===== src/design/msp_pkg.sv =====
// Purpose: Shared constants and carriers for the MAC serial pin interface.
// Assumes: System clock of 100 MHz.
// Notes: Offsets of the plain register port are chosen locally.
package msp_pkg;
  localparam int unsigned CLK_MHZ = 100;
  localparam int unsigned BIT_NS = 100;
  localparam int unsigned BIT_CYC = (BIT_NS * CLK_MHZ) / 1000;
  localparam int unsigned CRS_HOLD_HALF_BITS = 3;
  localparam int unsigned CRS_HOLD_CYC = (CRS_HOLD_HALF_BITS * BIT_CYC + 1) / 2;
  localparam int unsigned RXC_TAIL_BITS = 5;
  localparam int unsigned RXC_TAIL_CYC = RXC_TAIL_BITS * BIT_CYC;
  localparam int unsigned OSC_DIV = 2;
  localparam logic [3:0] ADDR_DCR = 4'h0;
  localparam logic [3:0] ADDR_DATA_CONFIG_REGISTER_TWO = 4'h1;
  localparam logic [3:0] ADDR_CTRL = 4'h2;
  localparam logic [3:0] ADDR_STAT = 4'h3;
  localparam int unsigned DCR_EXTENDED_BUS_SETTING_BIT = 0;
  localparam int unsigned CTRL_LBK_BIT = 0;
  localparam int unsigned CTRL_EXT_BIT = 1;
  localparam logic [15:0] DCR_RST = 16'h0000;
  localparam logic [15:0] DATA_CONFIG_REGISTER_TWO_RST = 16'h0000;
  localparam logic [15:0] CTRL_RST = 16'h0000;
  localparam int unsigned FIFO_W = 8;
  localparam int unsigned FIFO_D = 8;

  typedef struct packed {
    logic [3:0] addr;
    logic [15:0] wdata;
    logic wr;
    logic rd;
  } msp_reg_req_s;

  typedef struct packed {
    logic o;
    logic oe;
  } msp_pin_s;

  typedef enum logic [1:0] {
    MSP_TX_IDLE,
    MSP_TX_SHIFT,
    MSP_TX_LAST
  } msp_tx_e;
endpackage : msp_pkg


===== src/design/msp_fifo.sv =====
// Purpose: Small synchronous FIFO with valid and ready on both sides.
// Assumes: One clock domain.
// Notes: Depth must be a power of two.
`timescale 1ns/1ps
`default_nettype none
module msp_fifo #(
  parameter int unsigned W = 8,
  parameter int unsigned D = 8
) (
  input wire logic clk_sys, // System clock.
  input wire logic rst_n, // Asynchronous reset.
  input wire logic in_valid, // Write request.
  output logic in_ready, // Not full.
  input wire logic [W-1:0] in_data, // Write word.
  output logic out_valid, // Not empty.
  input wire logic out_ready, // Read acknowledge.
  output logic [W-1:0] out_data // Head word.
);
  localparam int unsigned AW = $clog2(D);
  logic [W-1:0] mem_q [D];
  logic [AW:0] wp_q;
  logic [AW:0] rp_q;
  assign in_ready = (wp_q - rp_q) != (AW+1)'(D);
  assign out_valid = wp_q != rp_q;
  assign out_data = mem_q[rp_q[AW-1:0]];
  always_ff @(posedge clk_sys) begin
    if (in_valid && in_ready) begin
      mem_q[wp_q[AW-1:0]] <= in_data;
    end
  end
  always_ff @(posedge clk_sys or negedge rst_n) begin
    if (!rst_n) begin
      wp_q <= '0;
      rp_q <= '0;
    end else begin
      if (in_valid && in_ready) begin
        wp_q <= wp_q + 1'b1;
      end
      if (out_valid && out_ready) begin
        rp_q <= rp_q + 1'b1;
      end
    end
  end
endmodule : msp_fifo
`default_nettype wire


===== src/design/msp_top.sv =====
// Purpose: MAC serial pin interface with internal or external coder and user outputs.
// Assumes: Pins from outside pass three flip-flops; link clocks are sampled by clk_sys.
// Notes: The internal coder clocks are modelled as strobes and pins on clk_sys.
// Contract
// - Recovered receive clock runs five bit times after carrier sense drops.
// - Multiplexed pins float after reset until the first data config write.
// - Extended bus setting turns three pins into user outputs.
// - User outputs float until first bus mastership, then drive config two levels.
// - Transmit data valid at rising edge of the transmit clock.
// - Transmit active flag high from frame start until last byte sent.
// - Internal coder: 10 MHz transmit clock from 20 MHz oscillator, driven on pin.
// - External coder: serializer shifts on the supplied transmit clock.
// - Bus master samples sync termination synchronously, only in asynchronous mode.
// - Loopback indicator high when coder loopback programmed, else low.
// - Carrier sense on first falling receive edge, holds 1.5 bits after last.
// - External coder: receive data captured on rising external receive clock.
`timescale 1ns/1ps
`default_nettype none
module msp_top (
  input wire logic clk_sys, // System clock.
  input wire logic rst_n, // Asynchronous reset, active low.
  input wire logic [3:0] reg_addr, // Register address.
  input wire logic [15:0] reg_wdata, // Register write data.
  input wire logic reg_wr, // Write strobe.
  input wire logic reg_rd, // Read strobe.
  output logic [15:0] reg_rdata, // Read data, cycle after strobe.
  input wire logic osc_in, // 20 MHz oscillator pin.
  input wire logic line_rx_in, // Internal decoder receive line.
  input wire logic external_coder_select, // High selects external coder.
  input wire logic bus_mode_pin, // High selects asynchronous bus mode.
  input wire logic bus_master, // Device currently owns the bus.
  input wire logic mem_cycle_end_req, // Memory cycle ready to end.
  output logic mem_cycle_done, // Memory cycle terminated.
  input wire logic tx_valid, // MAC transmit byte valid.
  output logic tx_ready, // Transmit FIFO can accept.
  input wire logic [7:0] tx_byte, // MAC transmit byte.
  output logic rx_bit_valid, // Received NRZ bit strobe.
  output logic rx_bit, // Received NRZ bit.
  output logic carrier_sense_out, // Internal decoder carrier sense.
  output logic tx_active_flag, // Transmit enable pin.
  output logic tx_data_o, // Transmit data or user output three.
  output logic tx_data_oe, // Enable of that pin.
  input wire logic external_rx_bit_in, // External decoded receive data.
  output logic rx_clk_o, // Recovered clock or user output two.
  output logic rx_clk_oe, // Enable of that pin.
  input wire logic external_rx_clock_in, // Receive clock pin input side.
  output logic tx_clk_o, // Internal transmit clock out.
  output logic tx_clk_oe, // Enable of that pin.
  input wire logic external_tx_clock_in, // Transmit clock pin input side.
  output logic loopback_indicator_o, // Loopback or user output one.
  output logic loopback_indicator_oe // Enable of that pin.
);
  import msp_pkg::*;

  logic [15:0] data_config_register_q;
  logic [15:0] data_config_register_two_q;
  logic [15:0] ctrl_q;
  logic dcr_written_q;
  logic was_master_q;
  logic extended_bus_setting;
  logic loop_en;
  logic [2:0] rxc_s_q, txc_s_q, rxd_s_q, line_s_q, osc_s_q, sync_cycle_termination_s_q;
  logic [2:0] ext_s_q, mode_s_q;
  logic rxc_lvl_q, txc_lvl_q, rxd_lvl_q, line_lvl_q, osc_lvl_q, sync_cycle_termination_lvl_q;
  logic ext_lvl_q, mode_lvl_q;
  logic sel_ext;
  logic osc_rise, ext_txc_rise, ext_rxc_rise, line_fall, line_edge;
  logic int_txc_q, int_rxc_q;
  logic tx_shift;
  logic [$clog2(CRS_HOLD_CYC+1)-1:0] crs_cnt_q;
  logic [$clog2(RXC_TAIL_CYC+1)-1:0] rxc_cnt_q;
  logic [$clog2(BIT_CYC)-1:0] rxc_div_q;
  logic crs_q, rxc_run;
  msp_tx_e tx_st_q;
  logic [7:0] sh_q;
  logic [2:0] bit_q;
  logic txd_q;
  logic f_valid, f_ready;
  logic [7:0] f_data;
  logic sync_cycle_termination_in;
  logic done_q;
  logic rx_bit_valid_q, rx_bit_q;
  logic [2:0] user_lvl;

  assign extended_bus_setting = data_config_register_q[DCR_EXTENDED_BUS_SETTING_BIT];
  assign loop_en = ctrl_q[CTRL_LBK_BIT];
  assign sel_ext = ext_lvl_q;
  assign user_lvl = data_config_register_two_q[2:0];

  // Register port.
  always_ff @(posedge clk_sys or negedge rst_n) begin
    if (!rst_n) begin
      data_config_register_q <= DCR_RST;
      data_config_register_two_q <= DATA_CONFIG_REGISTER_TWO_RST;
      ctrl_q <= CTRL_RST;
      dcr_written_q <= 1'b0;
    end else if (reg_wr) begin
      if (reg_addr == ADDR_DCR) begin
        data_config_register_q <= reg_wdata;
        dcr_written_q <= 1'b1;
      end else if (reg_addr == ADDR_DATA_CONFIG_REGISTER_TWO) begin
        data_config_register_two_q <= reg_wdata;
      end else if (reg_addr == ADDR_CTRL) begin
        ctrl_q <= reg_wdata;
      end
    end
  end

  always_ff @(posedge clk_sys or negedge rst_n) begin
    if (!rst_n) begin
      reg_rdata <= 16'h0000;
    end else if (reg_rd) begin
      if (reg_addr == ADDR_DCR) begin
        reg_rdata <= data_config_register_q;
      end else if (reg_addr == ADDR_DATA_CONFIG_REGISTER_TWO) begin
        reg_rdata <= data_config_register_two_q;
      end else if (reg_addr == ADDR_CTRL) begin
        reg_rdata <= ctrl_q;
      end else if (reg_addr == ADDR_STAT) begin
        reg_rdata <= {10'h000, was_master_q, dcr_written_q, crs_q, tx_active_flag, sel_ext, loop_en};
      end else begin
        reg_rdata <= 16'h0000;
      end
    end else begin
      reg_rdata <= 16'h0000;
    end
  end

  // Mastership is latched once; user outputs drive from then on.
  always_ff @(posedge clk_sys or negedge rst_n) begin
    if (!rst_n) begin
      was_master_q <= 1'b0;
    end else if (bus_master) begin
      was_master_q <= 1'b1;
    end
  end

  // Three-stage synchronisers; a change counts when stages two and three agree.
  always_ff @(posedge clk_sys or negedge rst_n) begin
    if (!rst_n) begin
      rxc_s_q <= 3'h0;
      txc_s_q <= 3'h0;
      rxd_s_q <= 3'h0;
      line_s_q <= 3'h7;
      osc_s_q <= 3'h0;
      sync_cycle_termination_s_q <= 3'h0;
      ext_s_q <= 3'h0;
      mode_s_q <= 3'h0;
    end else begin
      rxc_s_q <= {rxc_s_q[1:0], external_rx_clock_in};
      txc_s_q <= {txc_s_q[1:0], external_tx_clock_in};
      rxd_s_q <= {rxd_s_q[1:0], external_rx_bit_in};
      line_s_q <= {line_s_q[1:0], line_rx_in};
      osc_s_q <= {osc_s_q[1:0], osc_in};
      sync_cycle_termination_s_q <= {sync_cycle_termination_s_q[1:0], mem_cycle_end_req};
      ext_s_q <= {ext_s_q[1:0], external_coder_select};
      mode_s_q <= {mode_s_q[1:0], bus_mode_pin};
    end
  end

  always_ff @(posedge clk_sys or negedge rst_n) begin
    if (!rst_n) begin
      rxc_lvl_q <= 1'b0;
      txc_lvl_q <= 1'b0;
      rxd_lvl_q <= 1'b0;
      line_lvl_q <= 1'b1;
      osc_lvl_q <= 1'b0;
      sync_cycle_termination_lvl_q <= 1'b0;
      ext_lvl_q <= 1'b0;
      mode_lvl_q <= 1'b0;
    end else begin
      if (rxc_s_q[1] == rxc_s_q[2]) rxc_lvl_q <= rxc_s_q[2];
      if (txc_s_q[1] == txc_s_q[2]) txc_lvl_q <= txc_s_q[2];
      if (rxd_s_q[1] == rxd_s_q[2]) rxd_lvl_q <= rxd_s_q[2];
      if (line_s_q[1] == line_s_q[2]) line_lvl_q <= line_s_q[2];
      if (osc_s_q[1] == osc_s_q[2]) osc_lvl_q <= osc_s_q[2];
      if (sync_cycle_termination_s_q[1] == sync_cycle_termination_s_q[2]) sync_cycle_termination_lvl_q <= sync_cycle_termination_s_q[2];
      if (ext_s_q[1] == ext_s_q[2]) ext_lvl_q <= ext_s_q[2];
      if (mode_s_q[1] == mode_s_q[2]) mode_lvl_q <= mode_s_q[2];
    end
  end

  assign osc_rise = !osc_lvl_q && (osc_s_q[1] == osc_s_q[2]) && osc_s_q[2];
  assign ext_txc_rise = !txc_lvl_q && (txc_s_q[1] == txc_s_q[2]) && txc_s_q[2];
  assign ext_rxc_rise = !rxc_lvl_q && (rxc_s_q[1] == rxc_s_q[2]) && rxc_s_q[2];
  assign line_edge = (line_s_q[1] == line_s_q[2]) && (line_s_q[2] != line_lvl_q);
  assign line_fall = line_edge && line_lvl_q;

  // Internal transmit clock: oscillator divided by two.
  always_ff @(posedge clk_sys or negedge rst_n) begin
    if (!rst_n) begin
      int_txc_q <= 1'b0;
    end else if (osc_rise) begin
      int_txc_q <= !int_txc_q;
    end
  end

  // Serializer shifts on a rising external transmit clock, or on a falling internal one.
  assign tx_shift = sel_ext ? ext_txc_rise : (osc_rise && int_txc_q);

  // Internal decoder carrier sense with 1.5 bit hold.
  always_ff @(posedge clk_sys or negedge rst_n) begin
    if (!rst_n) begin
      crs_q <= 1'b0;
      crs_cnt_q <= '0;
    end else if (line_fall || (crs_q && line_edge)) begin
      crs_q <= 1'b1;
      crs_cnt_q <= ($bits(crs_cnt_q))'(CRS_HOLD_CYC);
    end else if (crs_cnt_q != '0) begin
      crs_cnt_q <= crs_cnt_q - 1'b1;
    end else begin
      crs_q <= 1'b0;
    end
  end

  // Recovered clock runs while carrier is up and five bits after.
  always_ff @(posedge clk_sys or negedge rst_n) begin
    if (!rst_n) begin
      rxc_cnt_q <= '0;
    end else if (crs_q) begin
      rxc_cnt_q <= ($bits(rxc_cnt_q))'(RXC_TAIL_CYC);
    end else if (rxc_cnt_q != '0) begin
      rxc_cnt_q <= rxc_cnt_q - 1'b1;
    end
  end
  assign rxc_run = crs_q || (rxc_cnt_q != '0);

  always_ff @(posedge clk_sys or negedge rst_n) begin
    if (!rst_n) begin
      rxc_div_q <= '0;
      int_rxc_q <= 1'b0;
    end else if (rxc_run) begin
      if (line_edge && !crs_q) begin
        rxc_div_q <= '0;
      end else if (rxc_div_q == ($bits(rxc_div_q))'(BIT_CYC / 2 - 1)) begin
        rxc_div_q <= '0;
        int_rxc_q <= !int_rxc_q;
      end else begin
        rxc_div_q <= rxc_div_q + 1'b1;
      end
    end else begin
      rxc_div_q <= '0;
      int_rxc_q <= 1'b0;
    end
  end

  // Received bit to the MAC.
  always_ff @(posedge clk_sys or negedge rst_n) begin
    if (!rst_n) begin
      rx_bit_valid_q <= 1'b0;
      rx_bit_q <= 1'b0;
    end else if (sel_ext) begin
      rx_bit_valid_q <= ext_rxc_rise;
      if (ext_rxc_rise) rx_bit_q <= rxd_lvl_q;
    end else begin
      rx_bit_valid_q <= rxc_run && !int_rxc_q && (rxc_div_q == ($bits(rxc_div_q))'(BIT_CYC / 2 - 1));
      rx_bit_q <= line_lvl_q;
    end
  end
  assign rx_bit_valid = rx_bit_valid_q;
  assign rx_bit = rx_bit_q;
  assign carrier_sense_out = crs_q;

  msp_fifo #(.W(FIFO_W), .D(FIFO_D)) u_fifo (
    .clk_sys(clk_sys),
    .rst_n(rst_n),
    .in_valid(tx_valid),
    .in_ready(tx_ready),
    .in_data(tx_byte),
    .out_valid(f_valid),
    .out_ready(f_ready),
    .out_data(f_data)
  );
  assign f_ready = tx_shift && (tx_st_q == MSP_TX_IDLE || (tx_st_q != MSP_TX_IDLE && bit_q == 3'h7));

  // Serializer: bits change on each shift strobe and stand at the next rising transmit clock edge.
  always_ff @(posedge clk_sys or negedge rst_n) begin
    if (!rst_n) begin
      tx_st_q <= MSP_TX_IDLE;
      sh_q <= 8'h00;
      bit_q <= 3'h0;
      txd_q <= 1'b0;
    end else if (tx_shift) begin
      case (tx_st_q)
        MSP_TX_IDLE: begin
          txd_q <= 1'b0;
          if (f_valid) begin
            sh_q <= f_data >> 1;
            txd_q <= f_data[0];
            bit_q <= 3'h0;
            tx_st_q <= MSP_TX_SHIFT;
          end
        end
        MSP_TX_SHIFT: begin
          if (bit_q == 3'h7) begin
            bit_q <= 3'h0;
            if (f_valid) begin
              sh_q <= f_data >> 1;
              txd_q <= f_data[0];
            end else begin
              txd_q <= 1'b0;
              tx_st_q <= MSP_TX_IDLE;
            end
          end else begin
            txd_q <= sh_q[0];
            sh_q <= sh_q >> 1;
            bit_q <= bit_q + 1'b1;
          end
        end
        default: begin
          tx_st_q <= MSP_TX_IDLE;
        end
      endcase
    end
  end
  assign tx_active_flag = tx_st_q != MSP_TX_IDLE;

  // Sync termination is honoured only as master in asynchronous bus mode.
  assign sync_cycle_termination_in = sync_cycle_termination_lvl_q && bus_master && mode_lvl_q;
  always_ff @(posedge clk_sys or negedge rst_n) begin
    if (!rst_n) begin
      done_q <= 1'b0;
    end else begin
      done_q <= sync_cycle_termination_in && !done_q;
    end
  end
  assign mem_cycle_done = done_q;

  // Pin multiplexing.
  always_comb begin
    rx_clk_o = 1'b0;
    rx_clk_oe = 1'b0;
    tx_data_o = 1'b0;
    tx_data_oe = 1'b0;
    loopback_indicator_o = 1'b0;
    loopback_indicator_oe = 1'b0;
    tx_clk_o = int_txc_q;
    tx_clk_oe = dcr_written_q && !sel_ext;
    if (!dcr_written_q) begin
      tx_clk_oe = 1'b0;
    end else if (extended_bus_setting) begin
      rx_clk_o = user_lvl[1];
      tx_data_o = user_lvl[2];
      loopback_indicator_o = user_lvl[0];
      rx_clk_oe = was_master_q;
      tx_data_oe = was_master_q;
      loopback_indicator_oe = was_master_q;
    end else begin
      rx_clk_o = int_rxc_q;
      rx_clk_oe = !sel_ext;
      tx_data_o = txd_q;
      tx_data_oe = 1'b1;
      loopback_indicator_o = loop_en;
      loopback_indicator_oe = 1'b1;
    end
  end
endmodule : msp_top
`default_nettype wire


===== config.mk =====
export PLATFORM = sky130hd
export DESIGN_NAME = msp_top
export DESIGN_NICKNAME = d
export VERILOG_FILES = /design/src/design/msp_pkg.sv /design/src/design/msp_fifo.sv /design/src/design/msp_top.sv
export SDC_FILE = /design/constraint.sdc
export NUM_CORES = 1
export LEC_CHECK = 0
export ABC_CLOCK_PERIOD_IN_PS = 3700
export BUFFER_PORTS_ARGS = -buffer_cell sky130_fd_sc_hd__buf_4
export CAP_MARGIN = 5
export CORE_MARGIN = 2
export CORE_UTILIZATION = 40
export DETAILED_ROUTE_END_ITERATION = 10
export GPL_TIMING_DRIVEN = 0
export SKIP_CTS_REPAIR_TIMING = 1
export SYNTH_ARGS = -nofsm -noshare
export SYNTH_HDL_FRONTEND = slang
export SYNTH_SLANG_ARGS = --single-unit

===== constraint.sdc =====
create_clock -name clk_sys -period 3.7 [get_ports clk_sys]
set_input_delay 0.74 -clock clk_sys [delete_from_list [all_inputs] [get_ports clk_sys]]
set_output_delay 0.74 -clock clk_sys [all_outputs]
set_load 0.01 [all_outputs]

Word-level counts from Yosys, hierarchy flattened
Memory sizes are Yosys's and may differ from the RTL's.
Index checks and enable logic that the tools add are counted.
{ "word_totals": {"ff_bits": 140, "ramBits": 64, "input_bits": 42, "out_inout_bits": 30, "wordCells": 165, "n_memories": 1} }
{ "memory_table": {"columns": ["name", "words", "width", "read_ports", "rd_clocked_by_memory_dff", "wr", "line", "rtl"], "rows": [
  ["u_fifo.mem_q", 8, 8, 1, 0, 1, "msp_fifo.sv:20", "logic [W-1:0] mem_q [D];"]
]} }
{ "op_classes": {"addsub": 7, "n_eq_ne": 24, "mux": 47, "bitwise_logic": 2, "n_reduce_logical": 47} }
{ "op_table": {"columns": ["operator", "count"], "rows": [
  ["16-bit two-way mux", 4],
  ["1-bit two-way mux", 24],
  ["1-bit logical AND", 21],
  ["4-bit two-way mux", 5],
  ["6-bit two-way mux", 3],
  ["8-bit two-way mux", 2],
  ["8-bit one-hot mux with 2 select lines", 1],
  ["4-bit by 1-bit adder with 4-bit output, second input constant", 3],
  ["1-bit equality test", 8],
  ["4-bit by 2-bit equality test with 1-bit output, second input constant", 2],
  ["1-bit zero test", 8],
  ["2-bit != test, second input constant", 4],
  ["4-bit AND reduction", 2],
  ["2-bit nonzero test", 4],
  ["2-bit two-way mux", 3],
  ["3-bit two-way mux", 2],
  ["2-bit by 1-bit != test with 1-bit output, second input constant", 3],
  ["3-bit one-hot mux with 2 select lines", 1],
  ["2-bit AND reduction", 3],
  ["3-bit AND reduction", 2],
  ["6-bit nonzero test", 1],
  ["6-bit by 1-bit subtractor with 6-bit output, second input constant", 1],
  ["4-bit by 1-bit equality test with 1-bit output, second input constant", 1],
  ["4-bit by 3-bit equality test with 1-bit output, second input constant", 1],
  ["15 further kinds", 18]
]} }

Logic depth before layout (Yosys ltp)
Gate-level depths: netlist (run 1).
{ "logic_depth": {"ltp_word": 7, "ltp_mapped": 10, "mapped_depth_nobuf": 7} }

Modules after synthesis
From an unflattened synthesis (run 1), not the netlist that was laid out.
{ "hier_totals": {"cells_unflattened": 571, "hier_area_um2": 8349.3} }
{ "modules_own_cells": {"columns": ["module", "instances", "cells_each", "area_per_inst_um2"], "rows": [
  ["msp_top", 1, 406, 5365.1],
  ["msp_fifo", 1, 165, 2984.1]
]} }

Worst setup path before layout (run 1)
No wires, ideal clock.
{ "synth_timing": {"kind": "reg-to-reg", "startpoint": "register u_fifo.rp_q[1]", "endpoint": "memory u_fifo.mem_q[0][0] (enable)", "arrival_ps": 2436, "setup_slack_ps": 881, "path_stages_with_launch": 10, "path_buffers": 2, "synth_period_minus_slack_ps": 2819, "path_cell_list": "dfrtp_1 -> clkbuf_1 -> buf_2 -> inv_1 -> ha_1 -> nand3b_1 -> a21oi_1 -> or4_4 -> nand3_1 -> nor3_1"} }
{ "synth_between": {"elab_chain_len": 5} }
{ "synth_rtl": {"columns": ["element", "line", "rtl"], "rows": [
  ["start, declared", "msp_fifo.sv:22", "logic [AW:0] rp_q;"],
  ["start signal, assigned", "msp_fifo.sv:40", "rp_q <= rp_q + 1'b1;"],
  ["4-bit subtractor", "msp_fifo.sv:23", "assign in_ready = (wp_q - rp_q) != (AW+1)'(D);"],
  ["4-bit != test", "msp_fifo.sv:23", null],
  ["via tx_ready", "msp_top.sv:35", "output logic tx_ready,"],
  ["1-bit logical AND", "msp_fifo.sv:27", "if (in_valid && in_ready) begin"],
  ["1-bit two-way mux", "msp_fifo.sv:27", null],
  ["1-bit two-way mux (not written as such)", "msp_fifo.sv:28", "mem_q[wp_q[AW-1:0]] <= in_data;"],
  ["end, declared", "msp_fifo.sv:20", null]
]} }
The timed path passes the listed nets, and every way through them passes these cells.

Worst setup path in the final report (run 1)
{ "layout_timing": {"startpoint": "register u_fifo.rp_q[1]", "endpoint": "output port tx_ready"} }
{ "layout_between": {"elab_chain_len": 2} }
{ "layout_rtl": {"columns": ["element", "line"], "rows": [
  ["4-bit subtractor", "msp_fifo.sv:23"],
  ["4-bit != test", "msp_fifo.sv:23"],
  ["end, declared", "msp_top.sv:35"]
]} }
Every way passes these cells.

==> results of run 1 <==
per-layer routing:
| metal | routed length (um) | global-route usage, % | up-vias |
|---|---|---|---|
| met4 | 388 | 4.327 | 0 |
| met1 | 7016 | 19.60 | 2413 |
| met3 | 694 | 3.137 | 32 |
| li1 | - | - | 2225 |
| met5 | 0 | 0 | - |
| met2 | 8251 | 26.99 | 108 |
worst paths after layout:
path	to	slack [ps]	cells after the start
max	tx_ready	180	8
min	data_config_register_q[10]$_DFFE_PN0P_	200	1
max reg2reg	u_fifo.mem_q[4][2]$_DFFE_PP_	620	9
min reg2reg	sync_cycle_termination_s_q[1]$_DFF_PN0_	350	0
max in group asynchronous	line_s_q[0]$_DFF_PN1_	2670	2
min in group clk_sys	sync_cycle_termination_s_q[1]$_DFF_PN0_	350	0
metrics by stage:
step | cell area, um^2 | setup TNS [ps] | hold slack, ps | total power [mW]
2_1_floorplan | 8184 | 0 | 331.2 | 3.957
3_3_place_gp | 9055 | -2129 | 332.4 | 4.348
3_5_place_dp | 9109 | 0 | 337.8 | 4.474
4_1_cts | 9806 | -251.9 | 208.2 | 6.593
5_1_grt | 9809 | 0 | 229.3 | 6.880
6_report | 9809 | 0 | 200.5 | 6.504
sequential cells by signal, indices dropped and copies added, names as in the netlist, 4 cells and up:
register / count
u_fifo.mem_q: 64
ctrl_q: 16
data_config_register_q: 16
data_config_register_two_q: 16
reg_rdata: 16
sh_q: 8
rxc_cnt_q: 6
crs_cnt_q: 4
rxc_div_q: 4
u_fifo.rp_q: 4
u_fifo.wp_q: 4
power groups by stage:
stage / clock network [mW] / registers [mW] / logic [mW]
after floorplan: 0 / 2.96 / 0.994
after global placement: 0 / 2.99 / 1.35
after detailed placement: 0 / 3.03 / 1.44
after CTS: 2.15 / 2.99 / 1.45
after global routing: 2.24 / 3.05 / 1.59
final: 2.09 / 2.99 / 1.42
critical path, cell delays in order, from the launching register on:
cell and delay, ps:
dfrtp_1 350, clkbuf_2 270, buf_4 270, inv_1 80, ha_1 300, nand3b_1 100
and3_1 210, or4_4 550, buf_4 170
cell type report:
| class | count | area, um^2 |
|---|---|---|
| Clock buffer | 29 | 608.1 |
| Timing Repair Buffer | 73 | 571.8 |
| Clock inverter | 12 | 88.84 |
| Tap cell | 270 | 337.8 |
| Multi-Input combinational cell | 319 | 2630 |
| Buffer | 22 | 111.4 |
| Sequential cell | 203 | 5405 |
| Inverter | 15 | 56.30 |
| Fill cell | 1758 | 10360 |
kinds of logic after synthesis:
logic type               count (synthesis)  share of synthesized area (%)
buffers and inverters                   37                          2.003
multiplexers                            85                          13.58
XOR/XNOR                                14                          1.498
flip-flops                             203                          66.04
AND/OR/NAND/NOR                        145                          9.066
AO/OA/AOI/OAI                           55                          4.999
adder cells (fa/ha/maj)                 20                          2.813
cell usage in the layout (no fill, tap or decap), drive strengths merged, types with 4 or more instances in the layout:
master / Yosys / final
dfrtp: 135 / 135
buf: 12 / 85
edfxtp: 64 / 64
nor2: 49 / 49
mux2: 48 / 48
clkbuf: 10 / 39
nand2: 25 / 25
mux2i: 21 / 21
nor2b: 19 / 19
mux4: 16 / 16
nand2b: 15 / 15
inv: 15 / 15
ha: 12 / 12
a2111oi: 10 / 10
o21ai: 10 / 10
a21oi: 9 / 9
clkinv: 0 / 9
nor3: 9 / 9
xnor2: 8 / 8
a221oi: 8 / 8
maj3: 8 / 8
xor2: 6 / 6
nand3: 6 / 6
a22o: 5 / 5
and3: 5 / 5
dfstp: 4 / 4
==> results.ini, run 1 <==
[placed_design]
preCtsSetupSlack_ps=181.5
gp_congestion=0.7275
dpl.hpwl_mm=10.90
portBuffers=71
dpl.cell_count=902

[floorplanning]
fp.dieH_um=147.0
initial_core_util_pct=40.58
die_w_um=147.0
ioPinCount=72
placementRows=52
dieArea_um2=21620
core_um2=20170

[cts]
cts_tree=done
numCtsBuffers=23
clockRootBuffer=clkbuf_16
cts.clk_slew.worst_paths_ps=60
cts_buffer_depth=3
clk_latency_ps=500
clock_sinks=203
ctsHtreeMaxLevel=1

[synth]
syn_area_per_cell_um2=14.64
yosysUniqueCellTypes=53
synth-edff-count=64
netlist.area_leader.share_pct=41.28
synth.top_cells.by_count=dfrtp_1, edfxtp_1, nor2_1, mux2_2, nand2_1
yosysTopAreaCell=dfrtp_1
syn-instance-count=559
syn_nets=613
synth_warnings=0
ys_ff_latch=203
ys_async_sr_fraction_pct=68.47
synth_ff_type=dfrtp_1
yosysMostFrequentCell=dfrtp_1
synth_area_leaders=dfrtp_1, edfxtp_1, mux2_2, mux4_2, mux2i_1
ys_seq_area_share_pct=66.04
synth_area_um2=8184

[grt]
grt_use_total_pct=15.44
grt_pass1_vias=5168
grt_max_degree=85
grt_pass1_wl_mm=26.68
antenna_found_initial=0
globalRouteOverflowTotal=0

[sta]
min_period_over_period_pct=95.22
rsz0062_at_grt=false
hold_viol=0
tightestPinTransition_ps=902.5
clock_skew_ps=9.784
finalSetupViolCount=0
max_clock_freq_mhz=283.8
period_needed_ps=3523
drv_slew=0
setup_ws_ps=176.7
maxSlewHeadroom_pct=39.61

[power]
power.switching_mw=1.835
clkPwrFrac_pct=32.1
leakage_nw=4.107
pwr-share-seq_pct=46.0
p_comb_share_pct=21.9
ir_drop_mv=0.4651
p_int_mw=4.669
p_per_area_nw_per_um2=663.0
switching_share_pct=28.21

[routing]
viasPerCell=5.067
drt-total-wl_mm=16.35
drtIter0Drc=173
drc=0
ant_nets=0
num_vias=4778
wl_per_cell_um=17.34
first_pass_iters=4

[critical_path]
startpoint_type=flop
startpoint=u_fifo.rp_q[1]$_DFFE_PN0P_
path_class=reg -> out
cp_data_required_time_ps=2960
path_max_fanout=10
rr_startpoint=u_fifo.rp_q[1]$_DFFE_PN0P_
critPathCaptureType=output port
crit_arrival_ps=2780

[layout]
area_growth_pct=19.86
finalNetCount=711
utilization_pct=48.64
diodes=0
drive_gt1_share_pct=29.27
instances_no_fill=943

[flow_run]
cap_violations=0

[min_path]
min_path_type=in -> async

[status]
outcome=finished clean

No activity file was read; power rests on OpenSTA's default activity.
==> run 2: changes to the inputs <==
--- a/config.mk
+++ b/config.mk
@@ -15,4 +15,5 @@
 export SKIP_CTS_REPAIR_TIMING = 1
 export SYNTH_ARGS = -nofsm -noshare
 export SYNTH_HDL_FRONTEND = slang
+export SYNTH_HIERARCHICAL = 1
 export SYNTH_SLANG_ARGS = --single-unit
==> results.ini, run 2 <==
[layout]
mostFrequentLayoutCell=dfrtp_1
diodes=0
finalNetCount=727
nFillCells=1785
instances_no_fill=958
area_growth_pct=19.96
layout_common_cells=dfrtp_1, buf_4, edfxtp_1
drive_gt1_share_pct=29.22
final_area_um2=10020
largest_reg_flops=64

[routing]
viasPerCell=5.136
wl_per_cell_um=17.20
num_vias=4920
drt-total-wl_mm=16.47
ant_nets=0
drc=0
first_pass_iters=4
drtIter0Drc=238

[cts]
ctsHtreeMaxLevel=1
clock_sinks=203
numCtsBuffers=23
cts.clk_slew.worst_paths_ps=60
cts_buffer_depth=3
cts_tree=done
clockRootBuffer=clkbuf_16
clk_latency_ps=490

[sta]
rsz0062_at_grt=false
min_period_over_period_pct=90.65
finalSetupViolCount=0
clock_skew_ps=12.98
max_clock_freq_mhz=298.2
setup_ws_ps=346.0
tightestPinTransition_ps=701.1
period_needed_ps=3354
maxSlewHeadroom_pct=53.00
hold_viol=0
setup_tns_ps=0
drv_slew=0

[floorplanning]
dieArea_um2=22040
placementRows=52
die_w_um=148.5
core_um2=20360
fp.dieH_um=148.5
ioPinCount=72
initial_core_util_pct=41.00

[critical_path]
path_class=reg -> out
crit_arrival_ps=2610
path_max_fanout=10
critPathCaptureType=output port
startpoint_type=flop
cp_data_required_time_ps=2960

[grt]
grt_pass1_wl_mm=27.41
grt_pass1_vias=5333
grt_use_total_pct=15.47
grt_max_degree=106
globalRouteOverflowTotal=0
antenna_found_initial=0

[placed_design]
dpl.hpwl_mm=11.07
portBuffers=71
dpl.cell_count=918
preCtsSetupSlack_ps=-9.591
place_area_um2=9320
gp_congestion=0.7917

[synth]
ys_seq_area_share_pct=64.74
ys_async_sr_fraction_pct=68.47
syn_area_per_cell_um2=14.62
synth.top_cells.by_count=dfrtp_1, edfxtp_1, nand2_1, mux2_2, a21oi_1
yosysTopAreaCell=dfrtp_1
synth_area_leaders=dfrtp_1, edfxtp_1, mux4_2, mux2_2, nand2_1
syn_nets=625
yosysMostFrequentCell=dfrtp_1
synth-edff-count=64
yosysUniqueCellTypes=67
synth_ff_type=dfrtp_1
ys_ff_latch=203
syn-instance-count=571
synth_area_um2=8349
netlist.area_leader.share_pct=40.46
synth_warnings=6

[power]
ir_drop_mv=0.4183
p_per_area_nw_per_um2=666.2
power_mw=6.673
leakage_nw=4.179

[flow_run]
cap_violations=0

[min_path]
min_path_type=in -> async

[status]
outcome=finished clean

[run 2: cell count changes in the layout (fill, tap and decap cells not counted), sizes merged, moves of 10 or more]
cell and delta:
mux2i -16, o221ai +15, nor2b -12, nor2 -32, nand2 +37, a2111oi -10
a21oi +14
[run 2: area by class of cell]
cell class	instances	area (um^2)	area share, %
Sequential cell	203	5405	53.97
Tap cell	270	337.8	3.373
Buffer	23	118.9	1.187
Clock inverter	6	32.53	0.3248
Clock buffer	34	656.9	6.558
Multi-Input combinational cell	330	2806	28.02
Inverter	15	56.30	0.5621
Timing Repair Buffer	77	601.8	6.009
[run 2: stage by stage]
stage / util (%) / hold slack, ps
after floorplan: - / 331.2
after global placement: 45.28 / 333.0
after detailed placement: 45.77 / 335.8
after CTS: 49.15 / 128.7
after global routing: 49.18 / 144.2
final: 49.18 / 133.4
[run 2: cell families (layout without fill, tap and decap cells)]
| family | Yosys count | after routing | synth area share (%) |
|---|---|---|---|
| and+or+nand+nor | 147 | 147 | 10.06 |
| AOI/OAI and AO/OA | 78 | 78 | 6.579 |
| adders and majority gates | 20 | 20 | 2.757 |
| DFF | 203 | 203 | 64.74 |
| xor gates and xnor gates | 14 | 14 | 1.633 |
| buffers and inverters | 38 | 155 | 2.083 |
| muxes | 71 | 71 | 12.15 |
[run 2: worst paths after layout]
check                                           startpoint                           end  slack, ps  depth (start not counted)
max in group asynchronous                            rst_n         mode_s_q[0]$_DFF_PN0_       2750                          2
worst min-delay path                                 rst_n      crs_cnt_q[3]$_DFFE_PN0P_        130                          1
worst max register to register  u_fifo/rp_q[2]$_DFFE_PN0P_  u_fifo/mem_q[0][2]$_DFFE_PP_        490                          8
worst min register to register        txc_s_q[0]$_DFF_PN0_          txc_s_q[1]$_DFF_PN0_        340                          0
min in group clk_sys                  txc_s_q[0]$_DFF_PN0_          txc_s_q[1]$_DFF_PN0_        340                          0
worst max-delay path            u_fifo/rp_q[2]$_DFFE_PN0P_                      tx_ready        350                          7
[run 2: worst max-delay path: stages (launching register included)]
cell and delay (ps):
dfrtp_1 340, clkbuf_1 400, clkinv_1 380, ha_1 300
xnor3_1 210, a32o_1 270, nand3_1 90, buf_4 130
[run 2: layer usage]
metal	up-vias	GRT usage (%)	wire, um	share of wire (%)
met3	23	2.761	671	4.1
met1	2505	20.47	7317	44
met5	-	0	0	0
li1	2296	-	-	-
met2	96	26.53	8121	49
met4	0	4.000	363	2.2
[run 2: power breakdown]
group / total [mW] / internal [mW] / switching [mW] / leakage [nW]
combinational: 1.62 / 0.796 / 0.827 / 1.59
clock: 2.05 / 1.22 / 0.833 / 0.342
sequential: 3.00 / 2.75 / 0.247 / 2.25
